**src/rfc_pkg.sv**
```systemverilog
package rfc_pkg;

    // Widths
    localparam int unsigned RFC_ADDR_W = 8;
    localparam int unsigned RFC_DATA_W = 32;
    localparam int unsigned RFC_CNT_W  = 24;
    localparam int unsigned RFC_NFLAG  = 5;
    localparam int unsigned RFC_DIV_W  = 3;

    // Register offsets
    localparam logic [7:0] RFC_OFS_CLK  = 8'h00;
    localparam logic [7:0] RFC_OFS_CTL  = 8'h04;
    localparam logic [7:0] RFC_OFS_TRG  = 8'h08;
    localparam logic [7:0] RFC_OFS_MC   = 8'h0c;
    localparam logic [7:0] RFC_OFS_TC   = 8'h10;
    localparam logic [7:0] RFC_OFS_INTF = 8'h14;
    localparam logic [7:0] RFC_OFS_INTE = 8'h18;

    // Clock register fields
    localparam int unsigned RFC_CLK_SRC_LSB = 0;
    localparam int unsigned RFC_CLK_DIV_LSB = 4;
    localparam int unsigned RFC_CLK_DBG_BIT = 8;

    // Control register fields
    localparam int unsigned RFC_CTL_EN_BIT   = 0;
    localparam int unsigned RFC_CTL_CONT_BIT = 1;
    localparam int unsigned RFC_CTL_EXT_BIT  = 2;
    localparam int unsigned RFC_CTL_MON_BIT  = 3;
    localparam int unsigned RFC_CTL_AC_BIT   = 4;

    // Trigger register fields
    localparam int unsigned RFC_TRG_REF_BIT  = 0;
    localparam int unsigned RFC_TRG_SENA_BIT = 1;
    localparam int unsigned RFC_TRG_SENB_BIT = 2;

    // Flag and enable bit positions
    localparam int unsigned RFC_F_REF  = 0;
    localparam int unsigned RFC_F_SENA = 1;
    localparam int unsigned RFC_F_SENB = 2;
    localparam int unsigned RFC_F_OVMC = 3;
    localparam int unsigned RFC_F_OVTC = 4;

    // Reset values and counter limits
    localparam logic [1:0]  RFC_SRC_RST  = 2'h0;
    localparam logic [1:0]  RFC_DIV_RST  = 2'h0;
    localparam logic [23:0] RFC_CNT_ZERO = 24'h000000;
    localparam logic [23:0] RFC_CNT_ONE  = 24'h000001;
    localparam logic [23:0] RFC_CNT_MAX  = 24'hffffff;
    localparam logic [4:0]  RFC_FLAG_RST = 5'h00;

    // Divider terminal counts for ratios 1/1, 1/2, 1/4, 1/8
    localparam logic [2:0] RFC_DIV_LIM [4] = '{3'h0, 3'h1, 3'h3, 3'h7};

    typedef enum logic [1:0] {
        RFC_IDLE,
        RFC_REF,
        RFC_SENA,
        RFC_SENB
    } rfc_state_t;

endpackage

```
**src/rfc_converter.sv**
```systemverilog
// Our own choices: strobed register access and the placing of the registers.
module rfc_converter (
    // Clock and reset
    input  wire logic        clk_i,
    input  wire logic        rstn_i,
    // Register port
    input  wire logic [7:0]  addr_i,
    input  wire logic [31:0] wdata_i,
    input  wire logic        wr_i,
    input  wire logic        rd_i,
    output logic      [31:0] rdata_o,
    // Clock sources and debug
    input  wire logic [3:0]  clk_src_tick_i,
    input  wire logic        debug_mode_i,
    // Sensor and reference pins
    output logic             reference_pin_o,
    output logic             reference_pin_oe_n_o,
    output logic             sensor_a_pin_o,
    output logic             sensor_a_pin_oe_n_o,
    output logic             sensor_b_pin_o,
    output logic             sensor_b_pin_oe_n_o,
    // Oscillation input pin
    input  wire logic        oscillation_input_pin_i,
    output logic             oscillation_input_pin_o,
    output logic             oscillation_input_pin_oe_n_o,
    // Monitor output pin
    output logic             oscillation_monitor_out_o,
    output logic             oscillation_monitor_out_oe_n_o,
    // Interrupt request
    output logic             irq_o
);

    // Configuration and state
    logic [1:0]              clock_source_select_r;
    logic [1:0]              clock_divide_select_r;
    logic                    run_in_debug_r;
    logic                    en_r;
    logic                    cont_r;
    logic                    ext_r;
    logic                    mon_r;
    logic                    ac_r;
    rfc_pkg::rfc_state_t     state_r;
    rfc_pkg::rfc_state_t     state_nxt;
    logic [23:0]             measurement_count_r;
    logic [23:0]             measurement_count_nxt;
    logic [23:0]             time_base_count_r;
    logic [23:0]             time_base_count_nxt;
    logic [4:0]              flags_r;
    logic [4:0]              flags_nxt;
    logic [4:0]              inte_r;
    logic [31:0]             rdata_r;
    logic                    osc_s1_r;
    logic                    osc_s2_r;
    logic                    osc_s3_r;
    logic                    ref_o_r;
    logic                    ref_oe_n_r;
    logic                    sena_o_r;
    logic                    sena_oe_n_r;
    logic                    senb_o_r;
    logic                    senb_oe_n_r;
    logic                    rfin_oe_n_r;
    logic                    mon_o_r;
    logic                    mon_oe_n_r;

    // Decode
    wire run      = ~debug_mode_i | run_in_debug_r;
    wire wr_clk   = wr_i & (addr_i == rfc_pkg::RFC_OFS_CLK);
    wire wr_ctl   = wr_i & (addr_i == rfc_pkg::RFC_OFS_CTL);
    wire wr_trg   = wr_i & (addr_i == rfc_pkg::RFC_OFS_TRG);
    wire wr_mc    = wr_i & (addr_i == rfc_pkg::RFC_OFS_MC);
    wire wr_tc    = wr_i & (addr_i == rfc_pkg::RFC_OFS_TC);
    wire wr_intf  = wr_i & (addr_i == rfc_pkg::RFC_OFS_INTF);
    wire wr_inte  = wr_i & (addr_i == rfc_pkg::RFC_OFS_INTE);
    wire ref_act  = (state_r == rfc_pkg::RFC_REF);
    wire sena_act = (state_r == rfc_pkg::RFC_SENA);
    wire senb_act = (state_r == rfc_pkg::RFC_SENB);
    wire busy     = ref_act | sena_act | senb_act;
    wire sens     = sena_act | senb_act;
    wire osc_clk  = osc_s2_r;
    wire osc_rise = osc_s2_r & ~osc_s3_r;

    // Operating clock
    logic time_base_clock;

    rfc_tb_div u_div (
        .clk_i      (clk_i),
        .rstn_i     (rstn_i),
        .run_i      (run),
        .src_tick_i (clk_src_tick_i),
        .src_sel_i  (clock_source_select_r),
        .div_sel_i  (clock_divide_select_r),
        .tick_o     (time_base_clock)
    );

    // Counting terms
    wire count_en  = run & busy & ~cont_r;
    wire mc_inc    = count_en & osc_rise;
    wire mc_wrap   = mc_inc & (measurement_count_r == rfc_pkg::RFC_CNT_MAX);
    wire tc_up     = count_en & ref_act & time_base_clock;
    wire tc_wrap   = tc_up & (time_base_count_r == rfc_pkg::RFC_CNT_MAX);
    wire tc_zero   = (time_base_count_r == rfc_pkg::RFC_CNT_ZERO);
    wire tc_dn     = count_en & sens & time_base_clock & ~tc_zero;
    wire sens_end  = count_en & sens & (tc_zero | (tc_dn & (time_base_count_r == rfc_pkg::RFC_CNT_ONE)));
    wire ref_end   = ref_act & (mc_wrap | tc_wrap);
    wire can_start = wr_trg & en_r & run & ~busy;
    wire go_ref    = can_start & wdata_i[rfc_pkg::RFC_TRG_REF_BIT];
    wire go_sena   = can_start & wdata_i[rfc_pkg::RFC_TRG_SENA_BIT];
    wire go_senb   = can_start & wdata_i[rfc_pkg::RFC_TRG_SENB_BIT] & ~ac_r;
    wire abort     = wr_trg & run & busy
                   & ~(ref_act  & wdata_i[rfc_pkg::RFC_TRG_REF_BIT])
                   & ~(sena_act & wdata_i[rfc_pkg::RFC_TRG_SENA_BIT])
                   & ~(senb_act & wdata_i[rfc_pkg::RFC_TRG_SENB_BIT]);
    wire cnt_wr_ok = run & ~busy;

    // Interrupt causes
    wire [4:0] flag_set = {tc_wrap,
                           mc_wrap & sens,
                           sens_end & senb_act,
                           sens_end & sena_act,
                           mc_wrap & ref_act};
    wire [4:0] flag_clr = wr_intf ? wdata_i[4:0] : 5'h00;

    // Sequencer
    always_comb begin
        state_nxt = state_r;
        unique case (state_r)
            rfc_pkg::RFC_IDLE: begin
                if (go_ref) begin
                    state_nxt = rfc_pkg::RFC_REF;
                end else if (go_sena) begin
                    state_nxt = rfc_pkg::RFC_SENA;
                end else if (go_senb) begin
                    state_nxt = rfc_pkg::RFC_SENB;
                end
            end
            rfc_pkg::RFC_REF: begin
                if (ref_end | abort) begin
                    state_nxt = rfc_pkg::RFC_IDLE;
                end
            end
            rfc_pkg::RFC_SENA, rfc_pkg::RFC_SENB: begin
                if (sens_end | mc_wrap | abort) begin
                    state_nxt = rfc_pkg::RFC_IDLE;
                end
            end
        endcase
        if (!en_r & run) begin
            state_nxt = rfc_pkg::RFC_IDLE;
        end
    end

    // Counter next values: the count carries over from reference to sensor phase
    assign measurement_count_nxt = (wr_mc & cnt_wr_ok) ? wdata_i[23:0] :
                                   mc_inc ? measurement_count_r + 24'h000001 :
                                   measurement_count_r;
    assign time_base_count_nxt   = (wr_tc & cnt_wr_ok) ? wdata_i[23:0] :
                                   tc_up ? time_base_count_r + 24'h000001 :
                                   tc_dn ? time_base_count_r - 24'h000001 :
                                   time_base_count_r;
    assign flags_nxt             = (flags_r & ~flag_clr) | flag_set;

    // Synchroniser for the oscillation clock
    always_ff @(posedge clk_i or negedge rstn_i) begin
        if (!rstn_i) begin
            osc_s1_r <= 1'b0;
            osc_s2_r <= 1'b0;
            osc_s3_r <= 1'b0;
        end else begin
            osc_s1_r <= oscillation_input_pin_i;
            osc_s2_r <= osc_s1_r;
            osc_s3_r <= osc_s2_r;
        end
    end

    // Software configuration
    always_ff @(posedge clk_i or negedge rstn_i) begin
        if (!rstn_i) begin
            clock_source_select_r <= rfc_pkg::RFC_SRC_RST;
            clock_divide_select_r <= rfc_pkg::RFC_DIV_RST;
            run_in_debug_r        <= 1'b0;
        end else if (wr_clk & ~busy) begin
            clock_source_select_r <= wdata_i[rfc_pkg::RFC_CLK_SRC_LSB +: 2];
            clock_divide_select_r <= wdata_i[rfc_pkg::RFC_CLK_DIV_LSB +: 2];
            run_in_debug_r        <= wdata_i[rfc_pkg::RFC_CLK_DBG_BIT];
        end
    end

    always_ff @(posedge clk_i or negedge rstn_i) begin
        if (!rstn_i) begin
            en_r   <= 1'b0;
            cont_r <= 1'b0;
            ext_r  <= 1'b0;
            mon_r  <= 1'b0;
            ac_r   <= 1'b0;
        end else if (wr_ctl & ~busy) begin
            en_r   <= wdata_i[rfc_pkg::RFC_CTL_EN_BIT];
            cont_r <= wdata_i[rfc_pkg::RFC_CTL_CONT_BIT];
            ext_r  <= wdata_i[rfc_pkg::RFC_CTL_EXT_BIT];
            mon_r  <= wdata_i[rfc_pkg::RFC_CTL_MON_BIT];
            ac_r   <= wdata_i[rfc_pkg::RFC_CTL_AC_BIT];
        end
    end

    // Converter state, frozen while the operating clock is gated
    always_ff @(posedge clk_i or negedge rstn_i) begin
        if (!rstn_i) begin
            state_r             <= rfc_pkg::RFC_IDLE;
            measurement_count_r <= rfc_pkg::RFC_CNT_ZERO;
            time_base_count_r   <= rfc_pkg::RFC_CNT_ZERO;
        end else if (run) begin
            state_r             <= state_nxt;
            measurement_count_r <= measurement_count_nxt;
            time_base_count_r   <= time_base_count_nxt;
        end
    end

    always_ff @(posedge clk_i or negedge rstn_i) begin
        if (!rstn_i) begin
            flags_r <= rfc_pkg::RFC_FLAG_RST;
            inte_r  <= rfc_pkg::RFC_FLAG_RST;
        end else begin
            flags_r <= flags_nxt;
            if (wr_inte) begin
                inte_r <= wdata_i[4:0];
            end
        end
    end

    // Pin drive: the active pin feeds back the inverted clock, AC adds the opposite phase
    wire drv_ok    = en_r & ~ext_r;
    wire ref_drv   = drv_ok & (ref_act | (ac_r & sena_act));
    wire sena_drv  = drv_ok & (sena_act | (ac_r & ref_act));
    wire senb_drv  = drv_ok & ~ac_r & senb_act;
    wire rfin_drv  = en_r & ~busy;
    wire mon_drv   = en_r & (mon_r | cont_r);

    always_ff @(posedge clk_i or negedge rstn_i) begin
        if (!rstn_i) begin
            ref_o_r     <= 1'b0;
            ref_oe_n_r  <= 1'b1;
            sena_o_r    <= 1'b0;
            sena_oe_n_r <= 1'b1;
            senb_o_r    <= 1'b0;
            senb_oe_n_r <= 1'b1;
            rfin_oe_n_r <= 1'b1;
            mon_o_r     <= 1'b0;
            mon_oe_n_r  <= 1'b1;
        end else if (run) begin
            ref_o_r     <= ref_act ? ~osc_clk : osc_clk;
            ref_oe_n_r  <= ~ref_drv;
            sena_o_r    <= sena_act ? ~osc_clk : osc_clk;
            sena_oe_n_r <= ~sena_drv;
            senb_o_r    <= ~osc_clk;
            senb_oe_n_r <= ~senb_drv;
            rfin_oe_n_r <= ~rfin_drv;
            mon_o_r     <= osc_clk;
            mon_oe_n_r  <= ~mon_drv;
        end
    end

    // Read path
    wire [31:0] rd_clk  = {23'h0, run_in_debug_r, 2'h0, clock_divide_select_r,
                           2'h0, clock_source_select_r};
    wire [31:0] rd_ctl  = {27'h0, ac_r, mon_r, ext_r, cont_r, en_r};
    wire [31:0] rd_trg  = {29'h0, senb_act, sena_act, ref_act};
    wire [31:0] rd_val  = (addr_i == rfc_pkg::RFC_OFS_CLK)  ? rd_clk :
                          (addr_i == rfc_pkg::RFC_OFS_CTL)  ? rd_ctl :
                          (addr_i == rfc_pkg::RFC_OFS_TRG)  ? rd_trg :
                          (addr_i == rfc_pkg::RFC_OFS_MC)   ? {8'h0, measurement_count_r} :
                          (addr_i == rfc_pkg::RFC_OFS_TC)   ? {8'h0, time_base_count_r} :
                          (addr_i == rfc_pkg::RFC_OFS_INTF) ? {27'h0, flags_r} :
                          (addr_i == rfc_pkg::RFC_OFS_INTE) ? {27'h0, inte_r} : 32'h0;

    always_ff @(posedge clk_i or negedge rstn_i) begin
        if (!rstn_i) begin
            rdata_r <= 32'h0;
        end else begin
            rdata_r <= rd_i ? rd_val : 32'h0;
        end
    end

    assign rdata_o                        = rdata_r;
    assign irq_o                          = |(flags_r & inte_r);
    assign reference_pin_o                = ref_o_r;
    assign reference_pin_oe_n_o           = ref_oe_n_r;
    assign sensor_a_pin_o                 = sena_o_r;
    assign sensor_a_pin_oe_n_o            = sena_oe_n_r;
    assign sensor_b_pin_o                 = senb_o_r;
    assign sensor_b_pin_oe_n_o            = senb_oe_n_r;
    assign oscillation_input_pin_o        = 1'b0;
    assign oscillation_input_pin_oe_n_o   = rfin_oe_n_r;
    assign oscillation_monitor_out_o      = mon_o_r;
    assign oscillation_monitor_out_oe_n_o = mon_oe_n_r;
endmodule // rfc_converter

```
**src/rfc_tb_div.sv**
```systemverilog
module rfc_tb_div (
    // Clock and reset
    input  wire logic       clk_i,
    input  wire logic       rstn_i,
    // Control
    input  wire logic       run_i,
    input  wire logic [3:0] src_tick_i,
    input  wire logic [1:0] src_sel_i,
    input  wire logic [1:0] div_sel_i,
    // Divided tick
    output logic            tick_o
);

    logic [2:0] cnt_r;
    logic [2:0] cnt_nxt;
    logic [2:0] lim;
    logic       pick;
    logic       hit;

    assign pick    = src_tick_i[src_sel_i] & run_i;
    assign lim     = rfc_pkg::RFC_DIV_LIM[div_sel_i];
    assign hit     = (cnt_r >= lim);
    assign cnt_nxt = hit ? 3'h0 : cnt_r + 3'h1;
    assign tick_o  = pick & hit;

    // Divider halts while the converter clock is gated
    always_ff @(posedge clk_i or negedge rstn_i) begin
        if (!rstn_i) begin
            cnt_r <= 3'h0;
        end else if (pick) begin
            cnt_r <= cnt_nxt;
        end
    end

endmodule // rfc_tb_div

```
**config.mk**
```make
export PLATFORM = sky130hd
export DESIGN_NAME = rfc_converter
export DESIGN_NICKNAME = d
export VERILOG_FILES = /design/src/rfc_pkg.sv /design/src/rfc_converter.sv /design/src/rfc_tb_div.sv
export SDC_FILE = /design/constraint.sdc
export NUM_CORES = 1
export LEC_CHECK = 0
export ABC_AREA = 1
export BUFFER_PORTS_ARGS = -buffer_cell sky130_fd_sc_hd__buf_2
export CORE_UTILIZATION = 55
export DETAILED_ROUTE_END_ITERATION = 8
export PLACE_DENSITY = 0.76
export SETUP_SLACK_MARGIN = 0.5
export SYNTH_ARGS = -nofsm -noshare
export SYNTH_HDL_FRONTEND = slang
export SYNTH_SLANG_ARGS = --single-unit
```
**constraint.sdc**
```tcl
create_clock -name clk_i -period 2.5 [get_ports clk_i]
set_input_delay 0.5 -clock clk_i [delete_from_list [all_inputs] [get_ports clk_i]]
set_output_delay 0.5 -clock clk_i [all_outputs]
set_load 0.01 [all_outputs]
```
; After elaboration in Yosys (flattened, before gate mapping)
; Index checks and enable logic that the tools add are counted.
[totals]
reg_bits = 109
in_bits = 50
out_inout_bits = 43
word_cells = 179
[classes]
n_addsub = 4
n_lt_le_gt_ge = 3
n_eq_ne = 15
muxes = 29
n_bitwise = 90
reduce_logical = 11
[op_table]
columns = cell, n
row1 = $mux W24, 11
row2 = $and A1 B1 Y1, 57
row3 = $add A24 B1 Y24 const B, 2
row4 = $eq A24 B24 Y1 const B, 2
row5 = $eq A24 B1 Y1 const B, 1
row6 = $eq A8 B5 Y1 const B, 3
row7 = $logic_not A24 Y1, 1
row8 = $sub A24 B1 Y24 const B, 1
row9 = $eq A8 B4 Y1 const B, 2
row10 = $not A1 Y1, 16
row11 = $mux W5, 3
row12 = $mux W2, 6
row13 = $or A1 B1 Y1, 12
row14 = $and A5 B5 Y5, 2
row15 = $mux W3, 3
row16 = $eq A8 B3 Y1 const B, 1
row17 = $logic_not A8 Y1, 1
row18 = $bmux W3 S2, 1
row19 = $pmux W2 S3, 1
row20 = $ne A5 B5 Y1 const B, 1
row21 = $not A5 Y5, 1
row22 = $or A5 B5 Y5, 1
row23 = $reduce_or A5 Y1, 1
row24 = $eq A2 B2 Y1 const B, 2
row25 = 17 further kinds, 20

; Longest topological paths before layout
; Gate-level depths: netlist of the first run.
[depth]
ltp_word = 16
ltp_mapped = 16
ltp_nobuf = 16

; Cells and area by module
; A second synthesis of the first run with hierarchy kept.
[unflattened]
hier_cells = 1058
hier_area_um2 = 7387.1
[modules_own_cells]
columns = mod, instances, cells_each, area_per_inst_um2, seq_area_each_um2
row1 = rfc_converter, 1, 1011, 7060.5, 2658.8
row2 = rfc_tb_div, 1, 47, 326.6, 75.1

; Least setup slack after synthesis of the first run
; No wires, ideal clock.
[synth_timing]
kind = flip-flop to flip-flop
from = register clock_divide_select_r[1]
to = register time_base_count_r[5]
setup_ps = 130
arrival_time_ps = 1962
t_required_ps = 2370
setup_slack_ps = 408
stages_incl_launch_ff = 15
n_path_buf = 1
synth_period_minus_slack_ps = 2092
path_cell_list = dfrtp_1 -> or2_2 -> ha_1 -> nand3_1 -> nand3_1 -> nand3_1 -> nor2_4 -> inv_4 -> buf_6 -> nand2_1 -> nand2_1 -> nand2_1 -> nand3_1 -> o211ai_1 -> o21ai_0
[synth_between]
elab_chain_len = 10
word_cells_on_any_way = 13
classes_between = order compare: 1 / mux: 5 / bitwise: 5 / reduce/logical: 2
[synth_lines]
columns = item, line
row1 = "start, declared", rfc_converter.sv:35  ; logic [1:0] clock_divide_select_r;
row2 = "start signal, assigned", rfc_converter.sv:179  ; clock_divide_select_r <= rfc_pkg::RFC_DIV_RST;
row3 = "start signal, assigned", rfc_converter.sv:183  ; clock_divide_select_r <= wdata_i[rfc_pkg::RFC_CLK_DIV_LSB +: 2];
row4 = $not A2 Y3 (implied by the code) *, rfc_tb_div.sv:21  ; assign lim = rfc_pkg::RFC_DIV_LIM[div_sel_i];
row5 = $bmux W3 S2 *, rfc_tb_div.sv:21
row6 = $mux W3 (implied by the code) * (2 in a row), rfc_tb_div.sv:21
row7 = $ge A3 B3 Y1 *, rfc_tb_div.sv:22  ; assign hit = (cnt_r >= lim);
row8 = $and A1 B1 Y1 *, rfc_tb_div.sv:24  ; assign tick_o = pick & hit;
row9 = $and A1 B1 Y1 (2 in a row), rfc_converter.sv:102  ; wire tc_dn = count_en & sens & time_base_clock & ~tc_zero;
row10 = $reduce_bool A3 Y1 (no line), --
row11 = $reduce_and A2 Y1 (no line), --
row12 = "end signal, assigned", rfc_converter.sv:209  ; time_base_count_r <= rfc_pkg::RFC_CNT_ZERO;
row13 = "end signal, assigned", rfc_converter.sv:213  ; time_base_count_r <= time_base_count_nxt;
row14 = "end, declared", rfc_converter.sv:46  ; logic [23:0] time_base_count_r;
; Every way passes the cells marked *; elsewhere a longest branch is shown, timed or not. The select of a mux whose other input is x is not followed.
; A chain may end at the register's enable or synchronous reset.

; Final worst setup path of the first run
[layout_timing]
from = register clock_divide_select_r[1]
to = register time_base_count_r[4]
; Same word-level chain as after synthesis.

==> reports/metrics.json, run 1 <==
{
  "detailedPlacementHpwl_um": 15900,
  "cap_violations": 0,
  "ir_drop_worst_vdd_uv": 441,
  "cts_made_buffers": 9,
  "globalRoute.totalOverflow": 0,
  "power.density_cell_area_nw_per_um2": 718,
  "share_comb_of_total_power_pct": 36.6,
  "yosysUniqueCellTypes": 48,
  "ff2ff_setup_slack_ns": 0.21,
  "htree_num_levels": 3,
  "crit_path_top_delay_cell": "sky130_fd_sc_hd__dfrtp_1",
  "power_switching_mw": 2.58,
  "power.clock.fraction_pct": 24.3,
  "ys_dominant_reg_cell": "sky130_fd_sc_hd__dfrtp_1",
  "gpl.final_weighted_congestion": 0.956,
  "finalWorstSetupSlack_ns": 0.213,
  "sw_frac_of_total_pct": 40.8,
  "rsz0062_at_grt": "true",
  "grt_pass1_vias": 6673,
  "setup.worst_path.class": "reg2reg",
  "dr.first_iter.drc_count": 1154,
  "timing.critical_path.slowest_cell_delay_ns": 0.40,
  "drt_pre_antenna_iters": 6,
  "setup-violations-final": 0,
  "yosys.area.top_type": "sky130_fd_sc_hd__dfrtp_1",
  "grt_pass1_wl_um": 35100,
  "totalNegativeSetupSlack_ns": 0,
  "yosysTopAreaCellShare_pct": 36.3,
  "cpLargestDelayFamily": "simple AND/OR/NAND/NOR gates",
  "grt_max_degree": 48,
  "cts-root-to-sink-buffers": 2,
  "min_period_over_period_pct": 91.5,
  "ctsRootBufferMaster": "sky130_fd_sc_hd__clkbuf_16",
  "fp.coreArea_sq_um": 12700,
  "die_w_um": 116,
  "data_arrival_at_the_endpoint_of_the_critical_path_ns": 2.57,
  "internal_power_mw": 3.75,
  "synth_top_cells_by_area": "sky130_fd_sc_hd__dfrtp_1, sky130_fd_sc_hd__nand2_1, sky130_fd_sc_hd__inv_1",
  "cts.clk_slew.worst_paths_ns": 0.08,
  "wirelength_um": 23100,
  "drt-vias-per-instance": 5.93,
  "relSlewSlack_pct": 55.6,
  "period_needed_ns": 2.29,
  "reg2reg_from": "clock_divide_select_r[1]$_DFFE_PN0P_",
  "status": "complete, no violations",
  "post_route_cells_drive_above_1_share_pct": 22.7,
  "diodes": 0,
  "ys_ff_latch": 109,
  "worst-endpoint-required_ns": 2.78,
  "grt.total_usage_pct": 34.8,
  "rows": 41,
  "areaGrowthSynthToFinish_pct": 23.1,
  "worst_pin_slew_ns": 0.666,
  "worst_r2r_endpoint": "time_base_count_r[4]$_DFFE_PN0P_",
  "postSynthAreaPerCell_sq_um": 7.15,
  "postRouteAntennaNets": 0,
  "clock.fmax_ghz": 0.437,
  "tritoncts_num_sinks": 109,
  "clk_latency_worst_skew_pair_ns": 0.36,
  "antenna_violations_before_repair": 0,
  "worst_setup_path_end_kind": "flip-flop",
  "floorplan.initialDensity_pct": 56.5,
  "r2r.worst_path.cells": 14,
  "avgRoutedWirePerCell_um": 17.9,
  "ys.warnings.count": 0,
  "worstHoldPathType": "in2async",
  "synthArstFlopShare_pct": 100,
  "worstSetupStartpointType": "flip-flop",
  "final_hold_viol_count": 0,
  "boundaryPins": 93,
  "final_max_slew_viol_count": 0,
  "synth_area_sq_um": 7160,
  "chipHeight_um": 116,
  "design.final.nets": 1172,
  "tritoncts": "built",
  "p_seq_share_pct": 39.1,
  "via_count": 7647,
  "crit_path_cell_trace": "or2_4 > ha_4 > nand3_4 > nand3_4 > nand3_4 > nor2_4 > buf_6 > inv_8 > nand3_4 > buf_12 > inv_6 > a21oi_2 > nand2_1 > o21ai_1",
  "place_worst_setup_slack_ns": 0.136,
  "floorplan.die_area_sq_um": 13500,
  "drc": 0,
  "power.static_leakage_nw": 4.08,
  "post_synth_inst_count": 1001,
  "critPathBufInv": 4,
  "ys_seq_area_share_pct": 38.2,
  "timing.critical_path.mode_cell": "sky130_fd_sc_hd__nand3_4",
  "post_synth_edffs": 0,
  "io_buffer_count": 75,
  "clock_skew_ns": 0.0110,
  "crit_path_max_fanout": 11
}
[synth_stat cells, types with 2 or more instances]
library cell	count
sky130_fd_sc_hd__nand2_1	247
sky130_fd_sc_hd__inv_1	109
sky130_fd_sc_hd__nor2_1	109
sky130_fd_sc_hd__dfrtp_1	104
sky130_fd_sc_hd__o21ai_0	71
sky130_fd_sc_hd__nand3_1	53
sky130_fd_sc_hd__a21oi_1	50
sky130_fd_sc_hd__xor2_1	39
sky130_fd_sc_hd__nor3_1	30
sky130_fd_sc_hd__nand4_1	19
sky130_fd_sc_hd__o211ai_1	19
sky130_fd_sc_hd__o21ai_1	16
sky130_fd_sc_hd__buf_2	15
sky130_fd_sc_hd__clkbuf_1	12
sky130_fd_sc_hd__buf_4	11
sky130_fd_sc_hd__o221ai_1	10
sky130_fd_sc_hd__ha_1	9
sky130_fd_sc_hd__xnor2_1	9
sky130_fd_sc_hd__inv_2	7
sky130_fd_sc_hd__a211oi_1	6
sky130_fd_sc_hd__a21oi_2	6
sky130_fd_sc_hd__dfstp_2	5
sky130_fd_sc_hd__nand2_2	4
sky130_fd_sc_hd__nor2_2	4
sky130_fd_sc_hd__nor4_1	4
sky130_fd_sc_hd__buf_6	3
sky130_fd_sc_hd__nor2_4	3
sky130_fd_sc_hd__o2111ai_1	3
sky130_fd_sc_hd__o22ai_1	3
sky130_fd_sc_hd__o21a_1	2
sky130_fd_sc_hd__or2_2	2
[worst max path at each step]
| stage | startpoint | endpoint | depth (start not counted) |
|---|---|---|---|
| after floorplan | clock_divide_select_r[1]$_DFFE_PN0P_ | time_base_count_r[8]$_DFFE_PN0P_ | 14 |
| after global placement | clock_divide_select_r[0]$_DFFE_PN0P_ | time_base_count_r[1]$_DFFE_PN0P_ | 12 |
| after detailed placement | clock_divide_select_r[0]$_DFFE_PN0P_ | time_base_count_r[1]$_DFFE_PN0P_ | 12 |
| after CTS | clock_divide_select_r[0]$_DFFE_PN0P_ | time_base_count_r[7]$_DFFE_PN0P_ | 15 |
| after global routing | clock_divide_select_r[1]$_DFFE_PN0P_ | time_base_count_r[6]$_DFFE_PN0P_ | 14 |
| final | clock_divide_select_r[1]$_DFFE_PN0P_ | time_base_count_r[4]$_DFFE_PN0P_ | 14 |
[flip-flops by register name, indices dropped and copies added (netlist names), 2 cells and up]
register               count
measurement_count_r       24
rdata_o                   24
time_base_count_r         24
flags_r                    5
inte_r                     5
u_div.cnt_r                3
clock_divide_select_r      2
clock_source_select_r      2
state_r                    2
[cells in the final DEF (no fill, tap or decap), types with 39 or more instances in the layout]
cell,synthesis,routed
sky130_fd_sc_hd__a21oi_1,50,47
sky130_fd_sc_hd__buf_2,15,74
sky130_fd_sc_hd__inv_1,109,104
sky130_fd_sc_hd__nand3_1,53,40
sky130_fd_sc_hd__dfrtp_1,104,102
sky130_fd_sc_hd__buf_4,11,39
sky130_fd_sc_hd__nand2_1,247,224
sky130_fd_sc_hd__o21ai_0,71,53
sky130_fd_sc_hd__nor2_1,109,104
sky130_fd_sc_hd__xor2_1,39,39
[layout make-up]
cell class / instances / area (sq um)
tap: 172 / 215
multi-input combinational: 741 / 4090
timing repair buffer: 130 / 946
clock buffer: 10 / 239
sequential: 109 / 2740
inverter: 118 / 473
clock inverter: 6 / 76.3
timing repair inverter: 4 / 40.0
fill: 1073 / 3860
[timing repair]
action	4_1_cts	5_1_grt
hold buffers	0	0
setup buffers	13	11
setup endpoints to repair	43	58
gates resized for setup	86	37
pin swaps	26	18
hold endpoints to repair	0	0
gates cloned	4	2
[logic make-up after synthesis]
family	after synthesis	share of synthesized area, %
compound gates	192	15.7
xor+xnor	48	5.87
fa+ha+maj	9	1.57
buf+inv	159	9.52
flops	109	38.2
other cells	1	0.0524
simple gates	483	29.1
[per-layer routing]
layer	routed length (um)	up-vias	track usage (%)
met4	841	0	12.6
met1	9420	3543	49.4
li1	-	3489	-
met2	10200	527	52.7
met3	2670	88	6.90
met5	0	-	0
[stage by stage]
stage	utilization [%]	hold slack, ns	std cells	cell area [sq um]	total power, mW
after floorplan	-	0.204	1009	7220	3.78
after global placement	61.7	0.336	1244	7820	4.37
after detailed placement	61.7	0.339	1244	7820	4.41
after CTS	67.5	0.107	1277	8560	6.14
after global routing	69.5	0.145	1290	8810	6.65
final	69.5	0.0957	1290	8810	6.33
[power groups by stage]
stage	logic (mW)	registers, mW	clock network [mW]
3_5_place_dp	1.95	2.47	0
4_1_cts	2.15	2.44	1.56
6_report	2.31	2.48	1.54
3_3_place_gp	1.91	2.46	0
2_1_floorplan	1.42	2.35	0
5_1_grt	2.54	2.51	1.61
(Power assumes the default switching activity.)
==> inputs of run 2 (changes only) <==
CTS_BUF_LIST = sky130_fd_sc_hd__clkbuf_2   (was default)
==> reports/metrics.json, run 2 (synthesized netlist as in run 1, its figures left out) <==
{
  "globalRoute.totalOverflow": {"value": 0, "change": "unchanged"},
  "setup.worst_path.class": {"value": "reg2reg", "change": "unchanged"},
  "post_route_cells_drive_above_1_share": {"value": 23.9, "unit": "%", "change": "was 22.7%"},
  "placedInstanceArea": {"value": 7820, "unit": "sq um", "change": "unchanged"},
  "clk_latency_worst_skew_pair": {"value": 0.68, "unit": "ns", "change": "was 0.36 ns"},
  "power.density_cell_area": {"value": 657, "unit": "nW/um^2", "change": "was 718 nW/um^2"},
  "cts.clk_slew.worst_paths": {"value": 0.34, "unit": "ns", "change": "was 0.08 ns"},
  "dr.first_iter.drc_count": {"value": 1160, "change": "was 1154"},
  "floorplan.die_area": {"value": 13500, "unit": "sq um", "change": "unchanged"},
  "die_w": {"value": 116, "unit": "um", "change": "unchanged"},
  "power.static_leakage": {"value": 4.08, "unit": "nW", "change": "about the same"},
  "detailedPlacementHpwl": {"value": 15900, "unit": "um", "change": "unchanged"},
  "crit_path_max_fanout": {"value": 7, "change": "was 11"},
  "clock.fmax": {"value": 0.439, "unit": "GHz", "change": "was 0.437 GHz"},
  "worst_setup_path_endpoint": {"value": "time_base_count_r[1]$_DFFE_PN0P_", "change": "was time_base_count_r[4]$_DFFE_PN0P_"},
  "sw_frac_of_total": {"value": 44.6, "unit": "%", "change": "was 40.8%"},
  "antenna_violations_before_repair": {"value": 0, "change": "unchanged"},
  "status": {"value": "complete, no violations", "change": "unchanged"},
  "fp.coreArea": {"value": 12700, "unit": "sq um", "change": "unchanged"},
  "rsz0062_at_grt": {"value": "true", "change": "unchanged"},
  "ir_drop_worst_vdd": {"value": 495, "unit": "uV", "change": "was 441 uV"},
  "worst_setup_path_end_kind": {"value": "flip-flop", "change": "unchanged"},
  "drt-vias-per-instance": {"value": 5.88, "change": "was 5.93"},
  "final_max_slew_viol_count": {"value": 0, "change": "unchanged"},
  "period_needed": {"value": 2.28, "unit": "ns", "change": "was 2.29 ns"},
  "tritoncts_num_sinks": {"value": 109, "change": "unchanged"},
  "avgRoutedWirePerCell": {"value": 17.8, "unit": "um", "change": "was 17.9 um"},
  "holdWs": {"value": 0.0517, "unit": "ns", "change": "was 0.0957 ns"},
  "internal_power": {"value": 3.19, "unit": "mW", "change": "was 3.75 mW"},
  "final_hold_viol_count": {"value": 0, "change": "unchanged"},
  "total_power": {"value": 5.77, "unit": "mW", "change": "was 6.33 mW"},
  "diodes": {"value": 0, "change": "unchanged"},
  "gpl.final_weighted_congestion": {"value": 0.956, "change": "unchanged"},
  "areaGrowthSynthToFinish": {"value": 22.7, "unit": "%", "change": "was 23.1%"},
  "grt_pass1_wl": {"value": 34600, "unit": "um", "change": "was 35100 um"},
  "layout.cells.most_common": {"value": "sky130_fd_sc_hd__nand2_1", "change": "unchanged"},
  "worstHoldPathType": {"value": "in2reg", "change": "was in2async"},
  "ctsRootBufferMaster": {"value": "sky130_fd_sc_hd__clkbuf_2", "change": "was sky130_fd_sc_hd__clkbuf_16"},
  "worst-endpoint-required": {"value": 3.10, "unit": "ns", "change": "was 2.78 ns"},
  "totalNegativeSetupSlack": {"value": 0, "unit": "ns", "change": "unchanged"},
  "via_count": {"value": 7625, "change": "was 7647"},
  "cts-root-to-sink-buffers": {"value": 2, "change": "unchanged"},
  "p_seq_share": {"value": 42.9, "unit": "%", "change": "was 39.1%"},
  "data_arrival_at_the_endpoint_of_the_critical_path": {"value": 2.88, "unit": "ns", "change": "was 2.57 ns"},
  "grt.total_usage": {"value": 34.3, "unit": "%", "change": "was 34.8%"},
  "setup-violations-final": {"value": 0, "change": "unchanged"},
  "drt_pre_antenna_iters": {"value": 7, "change": "was 6"},
  "rows": {"value": 41, "change": "unchanged"},
  "layout_common_cells": {"value": "sky130_fd_sc_hd__nand2_1, sky130_fd_sc_hd__inv_1, sky130_fd_sc_hd__dfrtp_1, sky130_fd_sc_hd__nor2_1, sky130_fd_sc_hd__buf_2", "change": "was sky130_fd_sc_hd__nand2_1, sky130_fd_sc_hd__inv_1, sky130_fd_sc_hd__nor2_1, sky130_fd_sc_hd__dfrtp_1, sky130_fd_sc_hd__buf_2"},
  "boundaryPins": {"value": 93, "change": "unchanged"},
  "chipHeight": {"value": 116, "unit": "um", "change": "unchanged"},
  "postRouteAntennaNets": {"value": 0, "change": "unchanged"},
  "drc": {"value": 0, "change": "unchanged"},
  "io_buffer_count": {"value": 75, "change": "unchanged"},
  "worst_r2r_endpoint": {"value": "time_base_count_r[1]$_DFFE_PN0P_", "change": "was time_base_count_r[4]$_DFFE_PN0P_"},
  "met2_wirelength": {"value": 10100, "unit": "um", "change": "was 10200 um"},
  "grt_max_degree": {"value": 48, "change": "unchanged"},
  "clock_skew": {"value": 0.0451, "unit": "ns", "change": "was 0.0110 ns"},
  "power.clock.fraction": {"value": 15.8, "unit": "%", "change": "was 24.3%"},
  "floorplan.initialDensity": {"value": 56.5, "unit": "%", "change": "unchanged"},
  "power_switching": {"value": 2.58, "unit": "mW", "change": "about the same"},
  "route.layer.met1.wl": {"value": 9330, "unit": "um", "change": "was 9420 um"},
  "cap_violations": {"value": 0, "change": "unchanged"},
  "ff2ff_setup_slack": {"value": 0.22, "unit": "ns", "change": "was 0.21 ns"},
  "relSlewSlack": {"value": 29.4, "unit": "%", "change": "was 55.6%"},
  "tritoncts": {"value": "built", "change": "unchanged"},
  "worstSetupStartpointType": {"value": "flip-flop", "change": "unchanged"},
  "design.final.nets": {"value": 1178, "change": "was 1172"},
  "worst_pin_slew": {"value": 1.05, "unit": "ns", "change": "was 0.666 ns"},
  "reg2reg_from": {"value": "clock_divide_select_r[0]$_DFFE_PN0P_", "change": "was clock_divide_select_r[1]$_DFFE_PN0P_"},
  "routed.top_layer": {"value": "met4", "change": "unchanged"},
  "setup.worst_path.start": {"value": "clock_divide_select_r[0]$_DFFE_PN0P_", "change": "was clock_divide_select_r[1]$_DFFE_PN0P_"},
  "wirelength": {"value": 23000, "unit": "um", "change": "was 23100 um"},
  "met3_length": {"value": 2700, "unit": "um", "change": "was 2670 um"},
  "grt_pass1_vias": {"value": 6614, "change": "was 6673"},
  "cts_made_buffers": {"value": 9, "change": "unchanged"},
  "htree_num_levels": {"value": 3, "change": "unchanged"},
  "summed_area_of_non_filler_cells_in_the_final_layout": {"value": 8790, "unit": "sq um", "change": "was 8810 sq um"},
  "r2r.worst_path.cells": {"value": 13, "change": "was 14"},
  "share_comb_of_total_power": {"value": 41.3, "unit": "%", "change": "was 36.6%"},
  "min_period_over_period": {"value": 91.2, "unit": "%", "change": "was 91.5%"}
}
-- run 2: cell types whose count changed in the layout (fill, tap and decap cells not counted), moves of 3 or more --
cell / change
sky130_fd_sc_hd__o21ai_0: -3
sky130_fd_sc_hd__nand3_1: -4
sky130_fd_sc_hd__nand3_2: +5
sky130_fd_sc_hd__clkbuf_2: +9
sky130_fd_sc_hd__buf_6: +3
sky130_fd_sc_hd__nor2_2: +5
sky130_fd_sc_hd__clkbuf_16: -8
sky130_fd_sc_hd__nor2_1: -5
-- run 2: layout make-up --
type,count,area [sq um]
Timing Repair Buffer,137,1050
Tap cell,172,215
Clock buffer,9,45.0
Sequential cell,109,2740
Multi-Input combinational cell,741,4160
Inverter,118,473
Timing Repair inverter,3,31.3
Clock inverter,7,80.1
Fill cell,1067,3880
-- run 2: worst min path at each step --
stage,to,from,cells after the start,slack (ns)
final,inte_r[4]$_DFFE_PN0P_,wdata_i[4],3,0.05
after global routing,inte_r[4]$_DFFE_PN0P_,wdata_i[4],3,0.02
after CTS,inte_r[4]$_DFFE_PN0P_,wdata_i[4],3,0.04
after detailed placement,osc_clk$_DFF_PN0_,osc_s1_r$_DFF_PN0_,0,0.34
after global placement,osc_clk$_DFF_PN0_,osc_s1_r$_DFF_PN0_,0,0.34
after floorplan,ac_r$_DFFE_PN0P_,rstn_i,0,0.20
-- run 2: repair_timing --
action,in CTS,in global routing
endpoints found under the setup margin,45,50
pin swaps,21,25
cloned,4,3
hold buffers,2,0
endpoints found under the hold margin,34,0
gates resized for setup,79,61
buffers inserted,16,11
-- run 2: layer usage --
layer,up-vias,GRT usage (%)
met2,527,52.7
li1,3506,-
met1,3506,48.9
met5,-,0
met4,0,11.1
met3,86,6.43
-- run 2: power by group through the flow --
| stage | clock network [mW] | logic, mW | registers [mW] |
|---|---|---|---|
| after floorplan | 0 | 1.42 | 2.35 |
| after global placement | 0 | 1.91 | 2.46 |
| after detailed placement | 0 | 1.95 | 2.47 |
| after CTS | 0.907 | 2.19 | 2.43 |
| after global routing | 0.969 | 2.61 | 2.51 |
| final | 0.912 | 2.39 | 2.47 |
-- run 2: metrics by stage --
stage | setup slack [ns] | cells | util, %
6_report | 0.221 | 1296 | 69.4
5_1_grt | 0.121 | 1296 | 69.4
4_1_cts | 0.312 | 1282 | 66.6
3_5_place_dp | 0.136 | 1244 | 61.7
3_3_place_gp | 0.181 | 1244 | 61.7
2_1_floorplan | 0.483 | 1009 | -
-- run 2: critical path, cell delays in order (launching register included) --
cell                       delay [ns]
sky130_fd_sc_hd__dfrtp_1         0.48
sky130_fd_sc_hd__or2_4           0.25
sky130_fd_sc_hd__ha_4            0.27
sky130_fd_sc_hd__nand3_4         0.06
sky130_fd_sc_hd__nand3_4         0.09
sky130_fd_sc_hd__nand3_4         0.08
sky130_fd_sc_hd__nor2_4          0.16
sky130_fd_sc_hd__buf_12          0.14
sky130_fd_sc_hd__inv_8           0.05
sky130_fd_sc_hd__nand3_4         0.19
sky130_fd_sc_hd__clkinv_8        0.12
sky130_fd_sc_hd__a21oi_2         0.14
sky130_fd_sc_hd__o21ai_1         0.10
sky130_fd_sc_hd__o21ai_1         0.08
==> inputs of run 3 (changes only) <==
CTS_BUF_LIST = default   (was sky130_fd_sc_hd__clkbuf_2)
PLACE_DENSITY = 0.86   (was 0.76)
==> reports/metrics.json, run 3 (synthesized netlist as in run 1, its figures left out) <==
{
  "internal_power": {"value": 3.70, "unit": "mW", "change": "was 3.19 mW"},
  "cpLargestDelayFamily": {"value": "simple AND/OR/NAND/NOR gates", "change": "unchanged"},
  "data_arrival_at_the_endpoint_of_the_critical_path": {"value": 2.51, "unit": "ns", "change": "was 2.88 ns"},
  "worstSetupStartpointType": {"value": "flip-flop", "change": "unchanged"},
  "totalNegativeSetupSlack": {"value": 0, "unit": "ns", "change": "unchanged"},
  "final_max_slew_viol_count": {"value": 0, "change": "unchanged"},
  "setup.worst_path.class": {"value": "reg2reg", "change": "unchanged"},
  "sw_frac_of_total": {"value": 40.7, "unit": "%", "change": "was 44.6%"},
  "post_route_cells_drive_above_1_share": {"value": 21.2, "unit": "%", "change": "was 23.9%"},
  "rsz0062_at_grt": {"value": "true", "change": "unchanged"},
  "cts_made_buffers": {"value": 9, "change": "unchanged"},
  "worstHoldPathType": {"value": "in2async", "change": "was in2reg"},
  "die_w": {"value": 116, "unit": "um", "change": "unchanged"},
  "period_needed": {"value": 2.27, "unit": "ns", "change": "was 2.28 ns"},
  "min_period_over_period": {"value": 90.7, "unit": "%", "change": "was 91.2%"},
  "grt_pass1_wl": {"value": 35000, "unit": "um", "change": "was 34600 um"},
  "drc": {"value": 0, "change": "unchanged"},
  "drt_pre_antenna_iters": {"value": 6, "change": "was 7"},
  "crit_path_top_delay_cell": {"value": "sky130_fd_sc_hd__dfrtp_1", "change": "unchanged"},
  "tritoncts_num_sinks": {"value": 109, "change": "unchanged"},
  "clk_latency_worst_skew_pair": {"value": 0.37, "unit": "ns", "change": "was 0.68 ns"},
  "p_seq_share": {"value": 40.0, "unit": "%", "change": "was 42.9%"},
  "drt-vias-per-instance": {"value": 5.93, "change": "was 5.88"},
  "layout_common_cells": {"value": "sky130_fd_sc_hd__nand2_1, sky130_fd_sc_hd__inv_1, sky130_fd_sc_hd__nor2_1, sky130_fd_sc_hd__dfrtp_1, sky130_fd_sc_hd__buf_2", "change": "was sky130_fd_sc_hd__nand2_1, sky130_fd_sc_hd__inv_1, sky130_fd_sc_hd__dfrtp_1, sky130_fd_sc_hd__nor2_1, sky130_fd_sc_hd__buf_2"},
  "crit_path_cell_trace": {"value": "or2_4 > ha_4 > nand3_4 > nand3_4 > nand3_4 > nor2_4 > buf_12 > buf_12 > buf_16 > o21ai_4 > a21oi_2 > o21ai_2 > nand2_1 > o21ai_1", "change": "was or2_4 > ha_4 > nand3_4 > nand3_4 > nand3_4 > nor2_4 > buf_12 > inv_8 > nand3_4 > clkinv_8 > a21oi_2 > o21ai_1 > o21ai_1"},
  "share_comb_of_total_power": {"value": 36.9, "unit": "%", "change": "was 41.3%"},
  "relSlewSlack": {"value": 56.2, "unit": "%", "change": "was 29.4%"},
  "wirelength": {"value": 23200, "unit": "um", "change": "was 23000 um"},
  "avgRoutedWirePerCell": {"value": 18.0, "unit": "um", "change": "was 17.8 um"},
  "antenna_violations_before_repair": {"value": 0, "change": "unchanged"},
  "cap_violations": {"value": 0, "change": "unchanged"},
  "diodes": {"value": 0, "change": "unchanged"},
  "postRouteAntennaNets": {"value": 0, "change": "unchanged"},
  "via_count": {"value": 7627, "change": "was 7625"},
  "rows": {"value": 41, "change": "unchanged"},
  "critPathBufInv": {"value": 3, "change": "unchanged"},
  "final_hold_viol_count": {"value": 0, "change": "unchanged"},
  "cts-root-to-sink-buffers": {"value": 2, "change": "unchanged"},
  "dr.first_iter.drc_count": {"value": 1121, "change": "was 1160"},
  "ctsRootBufferMaster": {"value": "sky130_fd_sc_hd__clkbuf_16", "change": "was sky130_fd_sc_hd__clkbuf_2"},
  "design.final.nets": {"value": 1169, "change": "was 1178"},
  "floorplan.die_area": {"value": 13500, "unit": "sq um", "change": "unchanged"},
  "grt.total_usage": {"value": 34.6, "unit": "%", "change": "was 34.3%"},
  "timing.critical_path.mode_cell": {"value": "sky130_fd_sc_hd__nand3_4", "change": "unchanged"},
  "setup-violations-final": {"value": 0, "change": "unchanged"},
  "grt_max_degree": {"value": 46, "change": "was 48"},
  "timing.critical_path.slowest_cell_delay": {"value": 0.41, "unit": "ns", "change": "was 0.48 ns"},
  "power.density_cell_area": {"value": 713, "unit": "nW/um^2", "change": "was 657 nW/um^2"},
  "grt_pass1_vias": {"value": 6897, "change": "was 6614"},
  "boundaryPins": {"value": 93, "change": "unchanged"},
  "cts.clk_slew.worst_paths": {"value": 0.07, "unit": "ns", "change": "was 0.34 ns"},
  "cts_hold_repair.buffers": {"value": 0, "change": "was 2"},
  "gpl.final_weighted_congestion": {"value": 0.958, "change": "was 0.956"},
  "worst_setup_path_end_kind": {"value": "flip-flop", "change": "unchanged"},
  "chipHeight": {"value": 116, "unit": "um", "change": "unchanged"},
  "clock.fmax": {"value": 0.441, "unit": "GHz", "change": "was 0.439 GHz"},
  "power.clock.fraction": {"value": 23.1, "unit": "%", "change": "was 15.8%"},
  "globalRoute.totalOverflow": {"value": 0, "change": "unchanged"},
  "io_buffer_count": {"value": 75, "change": "unchanged"},
  "place_worst_setup_slack": {"value": 0.153, "unit": "ns", "change": "was 0.136 ns"},
  "power_switching": {"value": 2.53, "unit": "mW", "change": "was 2.58 mW"},
  "areaGrowthSynthToFinish": {"value": 22.0, "unit": "%", "change": "was 22.7%"},
  "layout.cells.most_common": {"value": "sky130_fd_sc_hd__nand2_1", "change": "unchanged"},
  "worst-endpoint-required": {"value": 2.75, "unit": "ns", "change": "was 3.10 ns"},
  "worst_pin_slew": {"value": 0.657, "unit": "ns", "change": "was 1.05 ns"},
  "floorplan.initialDensity": {"value": 56.5, "unit": "%", "change": "unchanged"},
  "fillers": {"value": 1012, "change": "was 1067"},
  "tritoncts": {"value": "built", "change": "unchanged"},
  "fp.coreArea": {"value": 12700, "unit": "sq um", "change": "unchanged"},
  "power.static_leakage": {"value": 4.07, "unit": "nW", "change": "was 4.08 nW"},
  "ir_drop_worst_vdd": {"value": 414, "unit": "uV", "change": "was 495 uV"},
  "htree_num_levels": {"value": 3, "change": "unchanged"},
  "status": {"value": "complete, no violations", "change": "unchanged"},
  "crit_path_max_fanout": {"value": 4, "change": "was 7"},
  "clock_skew": {"value": 0.00697, "unit": "ns", "change": "was 0.0451 ns"},
  "detailedPlacementHpwl": {"value": 16200, "unit": "um", "change": "was 15900 um"},
  "finalWorstSetupSlack": {"value": 0.233, "unit": "ns", "change": "was 0.221 ns"}
}
==> run 3: changes by cell type in the layout (fill, tap and decap cells not counted), sizes merged <==
cell | previous run | this run
buf | 134 | 128
clkbuf | 10 | 16
inv | 120 | 116
clkinvlp | 4 | 2
dlygate4sd3 | 2 | 0
clkinv | 3 | 2
==> run 3: final timing paths <==
kind / startpoint / endpoint / slack (ns) / cells past startpoint
max reg2reg: clock_divide_select_r[1]$_DFFE_PN0P_ / time_base_count_r[4]$_DFFE_PN0P_ / 0.23 / 14
min reg2reg: osc_s1_r$_DFF_PN0_ / osc_clk$_DFF_PN0_ / 0.36 / 0
min: rstn_i / time_base_count_r[19]$_DFFE_PN0P_ / 0.15 / 1
min in group clk_i: oscillation_input_pin_i / osc_s1_r$_DFF_PN0_ / 0.24 / 1
max in group asynchronous: rstn_i / oscillation_monitor_out_oe_n_o$_DFFE_PN1N_ / 1.61 / 2
max: clock_divide_select_r[1]$_DFFE_PN0P_ / time_base_count_r[4]$_DFFE_PN0P_ / 0.23 / 14
==> run 3: layout make-up <==
type / instances / area, sq um / share of cell area (%)
Inverter: 118 / 474 / 5.43
Clock buffer: 14 / 244 / 2.79
Clock inverter: 2 / 37.5 / 0.430
Timing Repair Buffer: 130 / 965 / 11.0
Tap cell: 172 / 215 / 2.46
Sequential cell: 109 / 2740 / 31.3
Timing Repair inverter: 1 / 8.76 / 0.100
Multi-Input combinational cell: 741 / 4050 / 46.4
==> run 3: worst reg2reg max path, cell delays in order (launching register included) <==
cell	delay [ns]
sky130_fd_sc_hd__dfrtp_1	0.41
sky130_fd_sc_hd__or2_4	0.27
sky130_fd_sc_hd__ha_4	0.28
sky130_fd_sc_hd__nand3_4	0.06
sky130_fd_sc_hd__nand3_4	0.10
sky130_fd_sc_hd__nand3_4	0.10
sky130_fd_sc_hd__nor2_4	0.14
sky130_fd_sc_hd__buf_12	0.14
sky130_fd_sc_hd__buf_12	0.11
sky130_fd_sc_hd__buf_16	0.11
sky130_fd_sc_hd__o21ai_4	0.07
sky130_fd_sc_hd__a21oi_2	0.16
sky130_fd_sc_hd__o21ai_2	0.09
sky130_fd_sc_hd__nand2_1	0.07
sky130_fd_sc_hd__o21ai_1	0.06
==> run 3: power by group through the flow <==
| stage | clock (mW) | combinational [mW] | sequential, mW |
|---|---|---|---|
| 2_1_floorplan | 0 | 1.42 | 2.35 |
| 3_3_place_gp | 0 | 1.91 | 2.47 |
| 3_5_place_dp | 0 | 1.97 | 2.47 |
| 4_1_cts | 1.43 | 2.08 | 2.45 |
| 5_1_grt | 1.50 | 2.54 | 2.52 |
| 6_report | 1.44 | 2.30 | 2.49 |
==> run 3: metal layers <==
layer	GRT usage [%]	part of all wire (%)	wire length, um	vias up
met5	0	0	0	-
met4	16.0	4.9	1150	0
met3	7.42	11	2640	119
met2	54.0	44	10300	533
met1	46.0	39	9130	3486
li1	-	-	-	3489
==> run 3: metrics by stage <==
stage,utilization [%],power [mW],cells,hold WS (ns),cell area (sq um)
after floorplan,-,3.78,1009,0.204,7220
after global placement,62.0,4.37,1248,0.335,7850
after detailed placement,62.0,4.44,1248,0.340,7850
after CTS,66.3,5.97,1273,0.169,8400
after global routing,68.9,6.55,1287,0.188,8730
final,68.9,6.23,1287,0.153,8730
==> run 3: repair_timing <==
action	CTS	global route
gates cloned	2	4
setup buffers	7	10
pin swaps	19	24
hold endpoints to repair	0	0
gates resized for setup	41	48
setup endpoints to repair	31	44
